[config.mk]
export PLATFORM = sky130hd
export DESIGN_NAME = tc_block
export DESIGN_NICKNAME = d
export VERILOG_FILES = /design/src/inc/tc_pkg.sv /design/src/inc/edge_if.sv /design/src/verilog/tc_channel.sv /design/src/verilog/edge_detect.sv /design/src/verilog/tc_block.sv
export SDC_FILE = /design/constraint.sdc
export NUM_CORES = 1
export LEC_CHECK = 0
export ABC_CLOCK_PERIOD_IN_PS = 3400
export BUFFER_PORTS_ARGS = -buffer_cell sky130_fd_sc_hd__buf_2
export CAP_MARGIN = 0
export CORE_UTILIZATION = 44
export DETAILED_ROUTE_END_ITERATION = 16
export GPL_ROUTABILITY_DRIVEN = 0
export PLACE_DENSITY = 0.74
export RECOVER_POWER = 100
export SLEW_MARGIN = 5
export SYNTH_ARGS = -nofsm -noshare
export SYNTH_HDL_FRONTEND = slang
export SYNTH_HIERARCHICAL = 1
export SYNTH_SLANG_ARGS = --single-unit
[constraint.sdc]
create_clock -name clock -period 3.4 [get_ports clock]
set_input_delay 0.68 -clock clock [delete_from_list [all_inputs] [get_ports clock]]
set_output_delay 0.68 -clock clock [all_outputs]
set_load 0.01 [all_outputs]
[src/inc/tc_pkg.sv]
package tc_pkg;
    localparam int num_channels = 3;
    localparam int count_width  = 16;
    localparam logic [15:0] count_reset_val = 16'h0000;
    localparam logic [15:0] count_max_val   = 16'hFFFF;
    localparam logic [2:0]  clksel_reset    = 3'h0;
    // clock select codes: 0..4 internal prescaled, 5..7 ext_clk_in0..2
    localparam logic [2:0]  clksel_first_ext = 3'h5;
    // gate select codes
    localparam logic [1:0]  gate_none = 2'h0;
    localparam logic [1:0]  gate_ext0 = 2'h1;
    localparam logic [1:0]  gate_ext1 = 2'h2;
    localparam logic [1:0]  gate_ext2 = 2'h3;
    // external trigger edge codes
    localparam logic [1:0]  edge_none    = 2'h0;
    localparam logic [1:0]  edge_rising  = 2'h1;
    localparam logic [1:0]  edge_falling = 2'h2;
    localparam logic [1:0]  edge_both    = 2'h3;
    // waveform external event source codes
    localparam logic [1:0]  eevt_line_b = 2'h0;
    // clock sample pipeline depth, not used by edge_detect, which keeps a single previous sample
    localparam int sample_depth = 2;

    typedef struct packed {
        logic [2:0] clock_select_field;
        logic       clock_invert_bit;
        logic [1:0] gate_select;
        logic       wave_mode;
        logic       disable_on_b_load;
        logic       stop_on_b_load;
        logic       disable_on_c_compare;
        logic       stop_on_c_compare;
        logic       c_compare_trigger_enable;
        logic       ext_event_trigger_enable;
        logic       capture_trig_from_b;
        logic [1:0] ext_trig_edge;
        logic [1:0] ext_event_select;
    } channel_mode_reg_t;
endpackage

[src/inc/edge_if.sv]
interface edge_if;
    logic level;
    logic rise;
    logic fall;
    modport det  (input level, output rise, output fall);
    modport user (output level, input rise, input fall);
endinterface

[src/verilog/tc_channel.sv]
module tc_channel
    import tc_pkg::*;
(
    input  wire logic                    clock,
    input  wire logic                    srst,
    input  wire logic                    ce,
    input  wire tc_pkg::channel_mode_reg_t mode,
    input  wire logic [4:0]              internal_prescaled_clock,
    input  wire logic [2:0]              ext_clk_in,
    input  wire logic                    io_line_a_in,
    input  wire logic                    io_line_b_in,
    input  wire logic [15:0]             compare_c_reg,
    input  wire logic                    clock_enable_cmd,
    input  wire logic                    clock_disable_cmd,
    input  wire logic                    software_trigger_cmd,
    input  wire logic                    sync_trigger,
    input  wire logic                    capture_b_load,
    input  wire logic                    overflow_clear,
    output logic [15:0]                  count_value_reg,
    output logic                         overflow_flag,
    output logic                         clock_enabled_status,
    output logic                         io_line_a_oe_n,
    output logic                         io_line_b_oe_n
);
    typedef struct packed {
        logic [15:0] count;
        logic        ovf;
        logic        enabled;
        logic        running;
        logic        trig_pending;
    } chan_state_t;

    chan_state_t state_ff;
    chan_state_t nxt_state;
    logic        sel_clk;
    logic        gate_ok;
    logic        ext_trig_src;
    logic        ext_trig;
    logic        trigger;
    logic        cmp_hit;
    logic        stop_evt;
    logic        dis_evt;
    logic        count_edge;

    edge_if clk_e ();
    edge_if trg_e ();

    always_comb
    begin
        if (mode.clock_select_field < clksel_first_ext)
            sel_clk = internal_prescaled_clock[mode.clock_select_field];
        else
            sel_clk = ext_clk_in[2'(mode.clock_select_field - clksel_first_ext)];
        unique case (mode.gate_select)
            gate_ext0: gate_ok = ext_clk_in[0];
            gate_ext1: gate_ok = ext_clk_in[1];
            gate_ext2: gate_ok = ext_clk_in[2];
            gate_none: gate_ok = 1'b1;
        endcase
        if (!mode.wave_mode)
            ext_trig_src = mode.capture_trig_from_b ? io_line_b_in : io_line_a_in;
        else if (mode.ext_event_select == eevt_line_b)
            ext_trig_src = io_line_b_in;
        else
            ext_trig_src = ext_clk_in[2'(mode.ext_event_select - 2'h1)];
    end

    assign clk_e.level = sel_clk ^ mode.clock_invert_bit;
    assign trg_e.level = ext_trig_src;

    edge_detect u_clk_edge (.clock(clock), .srst(srst), .ce(ce), .sig(clk_e));
    edge_detect u_trg_edge (.clock(clock), .srst(srst), .ce(ce), .sig(trg_e));

    always_comb
    begin
        unique case (mode.ext_trig_edge)
            edge_rising:  ext_trig = trg_e.rise;
            edge_falling: ext_trig = trg_e.fall;
            edge_both:    ext_trig = trg_e.rise | trg_e.fall;
            edge_none:    ext_trig = 1'b0;
        endcase
        // waveform mode only triggers externally when enabled
        if (mode.wave_mode && !mode.ext_event_trigger_enable)
            ext_trig = 1'b0;
    end

    assign count_edge = clk_e.rise & gate_ok;
    assign cmp_hit    = ce & (state_ff.count == compare_c_reg);
    assign trigger    = ce & (software_trigger_cmd | sync_trigger
                        | (cmp_hit & mode.c_compare_trigger_enable)
                        | ext_trig);
    assign stop_evt   = mode.wave_mode ? cmp_hit & mode.stop_on_c_compare
                                       : capture_b_load & mode.stop_on_b_load;
    assign dis_evt    = mode.wave_mode ? cmp_hit & mode.disable_on_c_compare
                                       : capture_b_load & mode.disable_on_b_load;

    always_comb
    begin
        nxt_state = state_ff;
        if (trigger)
            nxt_state.trig_pending = 1'b1;
        if (state_ff.enabled)
        begin
            if (stop_evt)
                nxt_state.running = 1'b0;
            if (trigger)
                nxt_state.running = 1'b1;
        end
        if (ce && dis_evt)
            nxt_state.enabled = 1'b0;
        if (ce && clock_disable_cmd)
            nxt_state.enabled = 1'b0;
        else if (ce && clock_enable_cmd)
            nxt_state.enabled = 1'b1;
        if (!nxt_state.enabled)
            nxt_state.running = 1'b0;
        if (count_edge && state_ff.enabled && (state_ff.running || state_ff.trig_pending))
        begin
            if (state_ff.trig_pending)
            begin
                nxt_state.count        = count_reset_val;
                nxt_state.trig_pending = trigger;
            end
            else
            begin
                nxt_state.count = state_ff.count + 16'h0001;
                if (state_ff.count == count_max_val)
                    nxt_state.ovf = 1'b1;
            end
        end
        // an overflow that sets the flag wins over a clear in the same cycle
        if (ce && overflow_clear && !(nxt_state.ovf && !state_ff.ovf))
            nxt_state.ovf = 1'b0;
    end

    always_ff @(posedge clock)
    begin
        if (srst)
            state_ff <= '0;
        else if (ce)
            state_ff <= nxt_state;
    end

    assign count_value_reg      = state_ff.count;
    assign overflow_flag        = state_ff.ovf;
    assign clock_enabled_status = state_ff.enabled;
    // output enable low means driving
    assign io_line_a_oe_n = ~mode.wave_mode;
    assign io_line_b_oe_n = ~mode.wave_mode
                            | (mode.ext_event_select == eevt_line_b
                               && mode.ext_trig_edge != edge_none);

    a_ovf_on_wrap: assert property (@(posedge clock) disable iff (srst)
        (ce && count_edge && state_ff.enabled && state_ff.running && !state_ff.trig_pending
         && state_ff.count == count_max_val) |=> overflow_flag && count_value_reg == 16'h0000)
        else $error("overflow not flagged on wrap");
    a_status_enabled: assert property (@(posedge clock) disable iff (srst)
        (ce && clock_disable_cmd) |=> !clock_enabled_status)
        else $error("disable command ignored");
    a_count_hold_dis: assert property (@(posedge clock) disable iff (srst)
        !clock_enabled_status |=> $stable(count_value_reg) || !$past(ce) || clock_enabled_status)
        else $error("count moved while disabled");
endmodule

[src/verilog/edge_detect.sv]
module edge_detect
    import tc_pkg::*;
(
    input  wire logic clock,
    input  wire logic srst,
    input  wire logic ce,
    edge_if.det       sig
);
    typedef struct packed {
        logic prev;
    } edge_state_t;

    edge_state_t state_ff;
    edge_state_t nxt_state;

    always_comb
    begin
        nxt_state      = state_ff;
        nxt_state.prev = sig.level;
    end

    always_ff @(posedge clock)
    begin
        // reset loads the live level, so an input resting high shows no false edge
        if (srst || ce)
            state_ff <= nxt_state;
    end

    // edges are pulses gated with ce so a frozen block sees no events
    assign sig.rise = ce & sig.level & ~state_ff.prev;
    assign sig.fall = ce & ~sig.level & state_ff.prev;
endmodule

[src/verilog/tc_block.sv]
module tc_block
    import tc_pkg::*;
#(
    parameter int channels = 3
)
(
    input  wire logic                                clock,
    input  wire logic                                srst,
    input  wire logic                                ce,
    input  wire logic                                debug_halt,
    input  wire logic                                debug_keep_running,
    input  wire tc_pkg::channel_mode_reg_t [2:0]     channel_mode_reg,
    input  wire logic [5:0]                          block_mode_reg,
    input  wire logic [4:0]                          internal_prescaled_clock,
    input  wire logic [2:0]                          ext_clock_pin,
    input  wire logic [2:0]                          io_line_a_in,
    input  wire logic [2:0]                          io_line_b_in,
    input  wire logic [2:0][15:0]                    compare_c_reg,
    input  wire logic [2:0]                          clock_enable_cmd,
    input  wire logic [2:0]                          clock_disable_cmd,
    input  wire logic [2:0]                          software_trigger_cmd,
    input  wire logic                                block_sync_cmd,
    input  wire logic [2:0]                          capture_b_load,
    input  wire logic [2:0]                          overflow_clear,
    output logic [2:0][15:0]                         count_value_reg,
    output logic [2:0]                               overflow_flag,
    output logic [2:0]                               clock_enabled_status,
    output logic [2:0]                               io_line_a_oe_n,
    output logic [2:0]                               io_line_b_oe_n
);
    logic       run_ce;
    logic [2:0] ext_clk_in;

    if (channels != num_channels)
        $error("tc_block supports exactly three channels");

    // freezing via the enable keeps every channel consistent in debug
    assign run_ce = ce & (~debug_halt | debug_keep_running);

    // per ext clock input: 0 pin, 1 io line a of a neighbour channel
    always_comb
    begin
        ext_clk_in[0] = block_mode_reg[1:0] == 2'h0 ? ext_clock_pin[0]
                      : block_mode_reg[1:0] == 2'h1 ? io_line_a_in[1] : io_line_a_in[2];
        ext_clk_in[1] = block_mode_reg[3:2] == 2'h0 ? ext_clock_pin[1]
                      : block_mode_reg[3:2] == 2'h1 ? io_line_a_in[0] : io_line_a_in[2];
        ext_clk_in[2] = block_mode_reg[5:4] == 2'h0 ? ext_clock_pin[2]
                      : block_mode_reg[5:4] == 2'h1 ? io_line_a_in[0] : io_line_a_in[1];
    end

    for (genvar i = 0; i < 3; i++)
    begin : g_ch
        tc_channel u_ch (
            .clock                    (clock),
            .srst                     (srst),
            .ce                       (run_ce),
            .mode                     (channel_mode_reg[i]),
            .internal_prescaled_clock (internal_prescaled_clock),
            .ext_clk_in               (ext_clk_in),
            .io_line_a_in             (io_line_a_in[i]),
            .io_line_b_in             (io_line_b_in[i]),
            .compare_c_reg            (compare_c_reg[i]),
            .clock_enable_cmd         (clock_enable_cmd[i]),
            .clock_disable_cmd        (clock_disable_cmd[i]),
            .software_trigger_cmd     (software_trigger_cmd[i]),
            .sync_trigger             (block_sync_cmd),
            .capture_b_load           (capture_b_load[i]),
            .overflow_clear           (overflow_clear[i]),
            .count_value_reg          (count_value_reg[i]),
            .overflow_flag            (overflow_flag[i]),
            .clock_enabled_status     (clock_enabled_status[i]),
            .io_line_a_oe_n           (io_line_a_oe_n[i]),
            .io_line_b_oe_n           (io_line_b_oe_n[i])
        );
    end

    a_sync_all: assert property (@(posedge clock) disable iff (srst)
        (run_ce && block_sync_cmd && &clock_enabled_status && !(|clock_disable_cmd))
        |=> &clock_enabled_status)
        else $error("sync lost enable");
    a_debug_freeze: assert property (@(posedge clock) disable iff (srst)
        (debug_halt && !debug_keep_running) |=> $stable(count_value_reg))
        else $error("counter moved in debug halt");
    a_dir_capture: assert property (@(posedge clock) disable iff (srst)
        !channel_mode_reg[0].wave_mode |-> io_line_a_oe_n[0] && io_line_b_oe_n[0])
        else $error("capture mode drives lines");
endmodule

# Word level (Yosys, flattened, before mapping)
# Index checks and enable logic that the tools add are counted.
# W data, S select, Z words.
# word_totals
output_inout_bits	60
inputBits	143
word_cells	310
regBits	66
# op_classes
reduce_logical	64
addsub	9
eq_ne	33
magnitude_cmp	12
bitwise	75
muxes	96
# ops
op	count
$mux W1	78
$add A16 B1 Y16 const B	3
$eq A16 B16 Y1	3
$eq A16 B16 Y1 const B	3
$mux W16	3
$and A1 B1 Y1	43
$logic_and A1 B1 Y1	30
$eq A2 B2 Y1 const B	12
$logic_not A2 Y1	12
$pmux W1 S4	6
$eq A2 B1 Y1 const B	9
$lt A2 B3 Y1 const B	6
$or A1 B1 Y1	16
$not A1 Y1	13
$bmux W1 S2	6
$lt A3 B4 Y1 const B	3
$sub A2 B1 Y2 const B	6
$bmux W1 S3	3
$logic_not A1 Y1	9
$lt A3 B3 Y1 const B	3
$ne A3 B3 Y1 const B	3
$reduce_and A3 Y1	3
$ne A2 B1 Y1 const B	3
$reduce_and A2 Y1	3
other kinds (3)	10

# Longest topological paths before layout
# logic_depth
ltp_word	18
ltp_mapped	14
ltp_nobuf	14

# By module
# The synthesis kept the hierarchy.
# by_module_without_submodules
mod	seq_area_each_um2	area_per_inst_um2	cells_each	instances
tc_channel (g_ch[1].u_ch ...)	400.4	1456.4	174	2
tc_channel (g_ch[0].u_ch)	400.4	1537.7	185	1
edge_detect	30.0	56.3	4	6
tc_block	0.0	67.6	11	1

# Least setup slack after synthesis
# OpenSTA, ideal clock, no wires.
# synth_path
kind	input-to-reg
from	input port block_mode_reg[2]
to	register g_ch[0].u_ch.state_ff, in the netlist g_ch[0].u_ch/count_value_reg[15]
arrival_time_ns	3.359
n_path_buf	0
path_slack_ns	-0.029
required_ns	3.330
setup_ns	0.070
stages	11
path_cell_list	mux2i_1 o21ai_1 mux4_2 mux2i_1 xnor2_1 and3b_2 o2111ai_4 a2111oi_4 nand3_4 or4_1 a21oi_1
# synth_between
elab_chain_len	13
word_cells_on_any_way	15
cone_classes	1 x eq/ne; 6 x mux; 4 x bitwise; 4 x reduce/logical
# synth_lines
element	line_no	text
from (decl)	tc_block.sv:13	input wire logic [5:0] block_mode_reg,
$eq A2 B1 Y1	tc_block.sv:46	: block_mode_reg[3:2] == 2'h1 ? io_line_a_in[0] : io_line_a_in[2];
$mux W1	tc_block.sv:46	
$mux W1 *	tc_block.sv:45	ext_clk_in[1] = block_mode_reg[3:2] == 2'h0 ? ext_clock_pin[1]
net ext_clk_in[1]	tc_block.sv:32	logic [2:0] ext_clk_in;
$bmux W1 S2 *	tc_channel.sv:53	sel_clk = ext_clk_in[2'(mode.clock_select_field - clksel_first_ext)];
$mux W1 (implied by the code) *	tc_channel.sv:53	
$mux W1 *	tc_channel.sv:50	if (mode.clock_select_field < clksel_first_ext)
$xor A1 B1 Y1 *	tc_channel.sv:68	assign clk_e.level = sel_clk ^ mode.clock_invert_bit;
net g_ch[0].u_ch.clk_e.level	edge_if.sv:2	logic level;
$and A1 B1 Y1 * (2 in a row)	edge_detect.sv:30	assign sig.rise = ce & sig.level & ~state_ff.prev;
net g_ch[0].u_ch.clk_e.rise	edge_if.sv:3	logic rise;
$and A1 B1 Y1 *	tc_channel.sv:87	assign count_edge = clk_e.rise & gate_ok;
$logic_and A1 B1 Y1 * (2 in a row)	tc_channel.sv:117	if (count_edge && state_ff.enabled && (state_ff.running || state_ff.trig_pending))
$reduce_and A2 Y1 (no source line) *	--	
to (signal assigned)	tc_channel.sv:141	state_ff <= nxt_state;
to (decl)	tc_channel.sv:33	chan_state_t state_ff;
# Mark *: on every way through the listed nets, which the timed path passes. The rest lies on a longest branch. The select of a mux whose other input is x is not followed.
# A chain may end at the register's enable or synchronous reset.

# Worst setup path in the final report
# layout_path
from	input port block_mode_reg[0]
to	register g_ch[0].u_ch.state_ff, in the netlist g_ch[0].u_ch/count_value_reg[15]
# layout_between
elab_chain_len	13
word_cells_on_any_way	15
cone_classes	1 x eq/ne; 6 x mux; 4 x bitwise; 4 x reduce/logical
# layout_lines
element	line_no	text
$eq A2 B1 Y1	tc_block.sv:44	: block_mode_reg[1:0] == 2'h1 ? io_line_a_in[1] : io_line_a_in[2];
$mux W1	tc_block.sv:44	
$mux W1 *	tc_block.sv:43	ext_clk_in[0] = block_mode_reg[1:0] == 2'h0 ? ext_clock_pin[0]
net ext_clk_in[0]	tc_block.sv:32	
$bmux W1 S2 *	tc_channel.sv:53	
$mux W1 (implied by the code) *	tc_channel.sv:53	
$mux W1 *	tc_channel.sv:50	
$xor A1 B1 Y1 *	tc_channel.sv:68	
net g_ch[0].u_ch.clk_e.level	edge_if.sv:2	
$and A1 B1 Y1 * (2 in a row)	edge_detect.sv:30	
net g_ch[0].u_ch.clk_e.rise	edge_if.sv:3	
$and A1 B1 Y1 *	tc_channel.sv:87	
$logic_and A1 B1 Y1 * (2 in a row)	tc_channel.sv:117	
$reduce_and A2 Y1 (no source line) *	--	
# Marks and branches as above.

==> flow_metrics.env <==
export IMPL_cts_tree="done"
export IMPL_post_cts_hold_buffer_count=0
export IMPL_route_detailed_wl_per_inst_um=15.71
export IMPL_r2r_setup_slack_ns=1.38
export IMPL_grt_antenna_before_repair=1
export IMPL_routed_wire_length_um=13930
export IMPL_timing_hold_worst_endpoint="g_ch[2].u_ch/state_ff[0]$_SDFFE_PP0P_"
export IMPL_cp_data_required_time_ns=3.68
export IMPL_gr_max_usage_layer="met2"
export IMPL_use_met3_pct=5.653
export IMPL_critPathCaptureType="flop"
export IMPL_global_route_wire_length_before_repair_um=21980
export IMPL_global_route_usage_met1_pct=28.44
export IMPL_reg2regPathDepth=6
export IMPL_start_util_pct=46.13
export IMPL_crit_reg2reg_capture="g_ch[0].u_ch/count_value_reg[15]$_SDFFE_PP0P_"
export IMPL_vdd_ir_drop_max_v=0.0001739
export IMPL_finalInstanceArea_um2=6031
export IMPL_critPathLaunchType="input port"
export IMPL_slew_limit_headroom_pct=47.51
export IMPL_grtUsageTotal_pct=24.39
export IMPL_dp_cells=870
export IMPL_postSynthAreaPerCell_um2=8.541
export IMPL_synth_yosys_warnings=6
export IMPL_routed_via_density=5.329
export IMPL_p_int_uw=1364
export IMPL_place_area_um2=5828
export IMPL_cts_reportedPaths_clkPinSlew_ns=0.08
export IMPL_die_span_x_um=106.7
export IMPL_crit_path_max_fanout=6
export IMPL_hold_ws_ns=0.5325
export IMPL_layout_setup_ws_ns=0.07406
export IMPL_period_minus_slack_ns=3.326
export IMPL_syn_num_nets=714
export IMPL_clock_path_buffers=2
export IMPL_max_cap_violations=0
export IMPL_fp_dieH_um=106.7
export IMPL_power_leakage_uw=0.002343
export IMPL_final_max_slew_viols=0
export IMPL_clock_fmax_mhz=300.7
export IMPL_comb_power_share_pct=17.7
export IMPL_min_delay_start="g_ch[2].u_ch/state_ff[0]$_SDFFE_PP0P_"
export IMPL_hp_class="flop to flop"
export IMPL_detailedRoute_firstPassIterationCount=5
export IMPL_maximum_number_of_pins_on_one_net_before_global_route_repair=25
export IMPL_number_of_rows_in_the_core_area=37
export IMPL_diodes=0
export IMPL_numCtsBuffers=9
export IMPL_pin_count=203
export IMPL_worst_skew_pair_late_latency_ns=0.35
export IMPL_drc=0
export IMPL_worst_endpoint_arrival_ns=3.60
export IMPL_fillerInstances=960
export IMPL_mappedNetlistArea_um2=4826
export IMPL_final_instance_count_excl_fill=887
export IMPL_finalCritPeriodShare_pct=97.82
export IMPL_die_area_um2=11390
export IMPL_portBuffers=202
export IMPL_seq_power_share_pct=43.4
export IMPL_cp_slowest_stage_delay_ns=0.52
export IMPL_cts_sink_count=66
export IMPL_area_delta_synth_final_pct=24.97
export IMPL_core_area_um2=10460
export IMPL_run_status="completed"
export IMPL_cts_root_buffer="sky130_fd_sc_hd__clkbuf_8"
export IMPL_detail_route_antenna_nets=0
export IMPL_grt_met2_usage_pct=43.92
export IMPL_swShare_pct=27.34
export IMPL_count_of_nets_after_finishing=895
export IMPL_finalSetupViolations=0
export IMPL_vias=4727
export IMPL_timing_critical_path_cells="buf_2 -> mux2i_2 -> o21ai_2 -> mux4_2 -> mux2i_4 -> xnor2_2 -> and3b_2 -> o2111ai_4 -> a2111oi_4 -> nand3_4 -> or4_4 -> a21oi_1"
export IMPL_overflow=0
export IMPL_setup_worst_path_class="input port to flop"
export IMPL_dr_first_iter_drc_count=231
export IMPL_largest_register_ffs=48
export IMPL_timing_clock_skew_ns=0.01822
export IMPL_final_hold_violation_count=0
export IMPL_power_net_switching_uw=513.2
export IMPL_synthesis_instances=565
export IMPL_clockPowerShare_pct=38.9
export IMPL_power_density_cell_area_nw_per_um2=311.3
export IMPL_final_layout_size_suffix_gt1_share_pct=31.29
export IMPL_worst_r2r_startpoint="g_ch[0].u_ch/u_clk_edge/state_ff$_DFFE_PP_"
export IMPL_dp_hpwl_um=11150
export IMPL_placement_setup_worst_slack_ns=-0.2387
export IMPL_max_slew_worst_pin_slew_ns=0.7874
export IMPL_cts_max_level=3
export IMPL_timing_critical_path_slowest_stage_cell="sky130_fd_sc_hd__or4_4"
export IMPL_hold_path_stages=2
export IMPL_vias_in_the_first_global_route=4553
## cell type report
class                      instances  area (um^2)  share of cell area, %
multi-input combinational        421         3020                  50.08
sequential                        66         1381                  22.90
timing repair buffer             227         1161                  19.25
tap                              136        170.2                  2.822
clock buffer                      10        148.9                  2.469
inverter                          21        78.83                  1.307
clock inverter                     6        70.07                  1.162
## repair_timing
action	4_1_cts	5_1_grt
setup buffers	0	1
endpoints found under the setup margin	0	9
resized for setup	0	10
## placed cells by master (no fill, tap or decap), types with 3 or more instances in the layout
| cell type | n |
|---|---|
| sky130_fd_sc_hd__a211o_2 | 3 |
| sky130_fd_sc_hd__a21oi_1 | 22 |
| sky130_fd_sc_hd__a22oi_1 | 7 |
| sky130_fd_sc_hd__a41oi_1 | 3 |
| sky130_fd_sc_hd__and3_1 | 4 |
| sky130_fd_sc_hd__and3b_2 | 9 |
| sky130_fd_sc_hd__and4_1 | 3 |
| sky130_fd_sc_hd__buf_12 | 3 |
| sky130_fd_sc_hd__buf_2 | 145 |
| sky130_fd_sc_hd__buf_4 | 21 |
| sky130_fd_sc_hd__clkbuf_1 | 58 |
| sky130_fd_sc_hd__clkbuf_8 | 9 |
| sky130_fd_sc_hd__dfxtp_1 | 60 |
| sky130_fd_sc_hd__edfxtp_1 | 6 |
| sky130_fd_sc_hd__ha_1 | 6 |
| sky130_fd_sc_hd__inv_1 | 21 |
| sky130_fd_sc_hd__mux2i_1 | 12 |
| sky130_fd_sc_hd__mux4_2 | 6 |
| sky130_fd_sc_hd__nand2_1 | 44 |
| sky130_fd_sc_hd__nand2b_1 | 3 |
| sky130_fd_sc_hd__nand3_1 | 30 |
| sky130_fd_sc_hd__nand3b_1 | 3 |
| sky130_fd_sc_hd__nand4_1 | 14 |
| sky130_fd_sc_hd__nor2_1 | 61 |
| sky130_fd_sc_hd__nor2b_1 | 3 |
| sky130_fd_sc_hd__nor3_1 | 9 |
| sky130_fd_sc_hd__nor3b_1 | 5 |
| sky130_fd_sc_hd__nor4b_1 | 3 |
| sky130_fd_sc_hd__o21ai_0 | 18 |
| sky130_fd_sc_hd__o21ai_2 | 3 |
| sky130_fd_sc_hd__o31ai_1 | 3 |
| sky130_fd_sc_hd__or2_1 | 5 |
| sky130_fd_sc_hd__or2b_1 | 3 |
| sky130_fd_sc_hd__or3_1 | 6 |
| sky130_fd_sc_hd__xnor2_1 | 63 |
| sky130_fd_sc_hd__xor2_1 | 19 |
## through the flow
stage / utilization (%) / TNS (ns) / power, uW
floorplan: - / 0 / 984.9
global placement: 55.70 / -0.4058 / 1142
detailed placement: 55.70 / -2.407 / 1153
CTS: 57.80 / 0 / 1874
global route: 57.64 / -0.1708 / 1958
finish: 57.64 / 0 / 1877
## critical path: cells and delay by family
kind	cells	cell delay, ns
mux	3	0.98
simple gates	3	0.88
compound gates	4	0.81
xor+xnor	1	0.13
buf+inv	1	0.11
## how the worst max path moves through the flow
stage	start	to	slack [ns]
6_report	block_mode_reg[0]	g_ch[0].u_ch/count_value_reg[15]$_SDFFE_PP0P_	0.07
5_1_grt	block_mode_reg[0]	g_ch[0].u_ch/count_value_reg[15]$_SDFFE_PP0P_	-0.06
4_1_cts	block_mode_reg[2]	g_ch[0].u_ch/count_value_reg[15]$_SDFFE_PP0P_	0.10
3_5_place_dp	block_mode_reg[2]	g_ch[0].u_ch/count_value_reg[15]$_SDFFE_PP0P_	-0.24
3_3_place_gp	block_mode_reg[0]	g_ch[0].u_ch/count_value_reg[15]$_SDFFE_PP0P_	-0.12
2_1_floorplan	block_mode_reg[2]	g_ch[0].u_ch/count_value_reg[15]$_SDFFE_PP0P_	0.07
## layer usage
metal / wire length (um) / vias to the layer above
met5: 10 / -
met4: 233 / 2
met3: 1041 / 21
met2: 7079 / 173
met1: 5570 / 2213
li1: - / 2318
## power groups by stage
stage                     sequential, uW  clock, uW  combinational, uW
after floorplan                      830          0                155
after global placement               832          0                310
after detailed placement             833          0                321
after CTS                            815        737                323
after global routing                 817        777                364
final                                815        730                332
(Power assumes the default switching activity.)
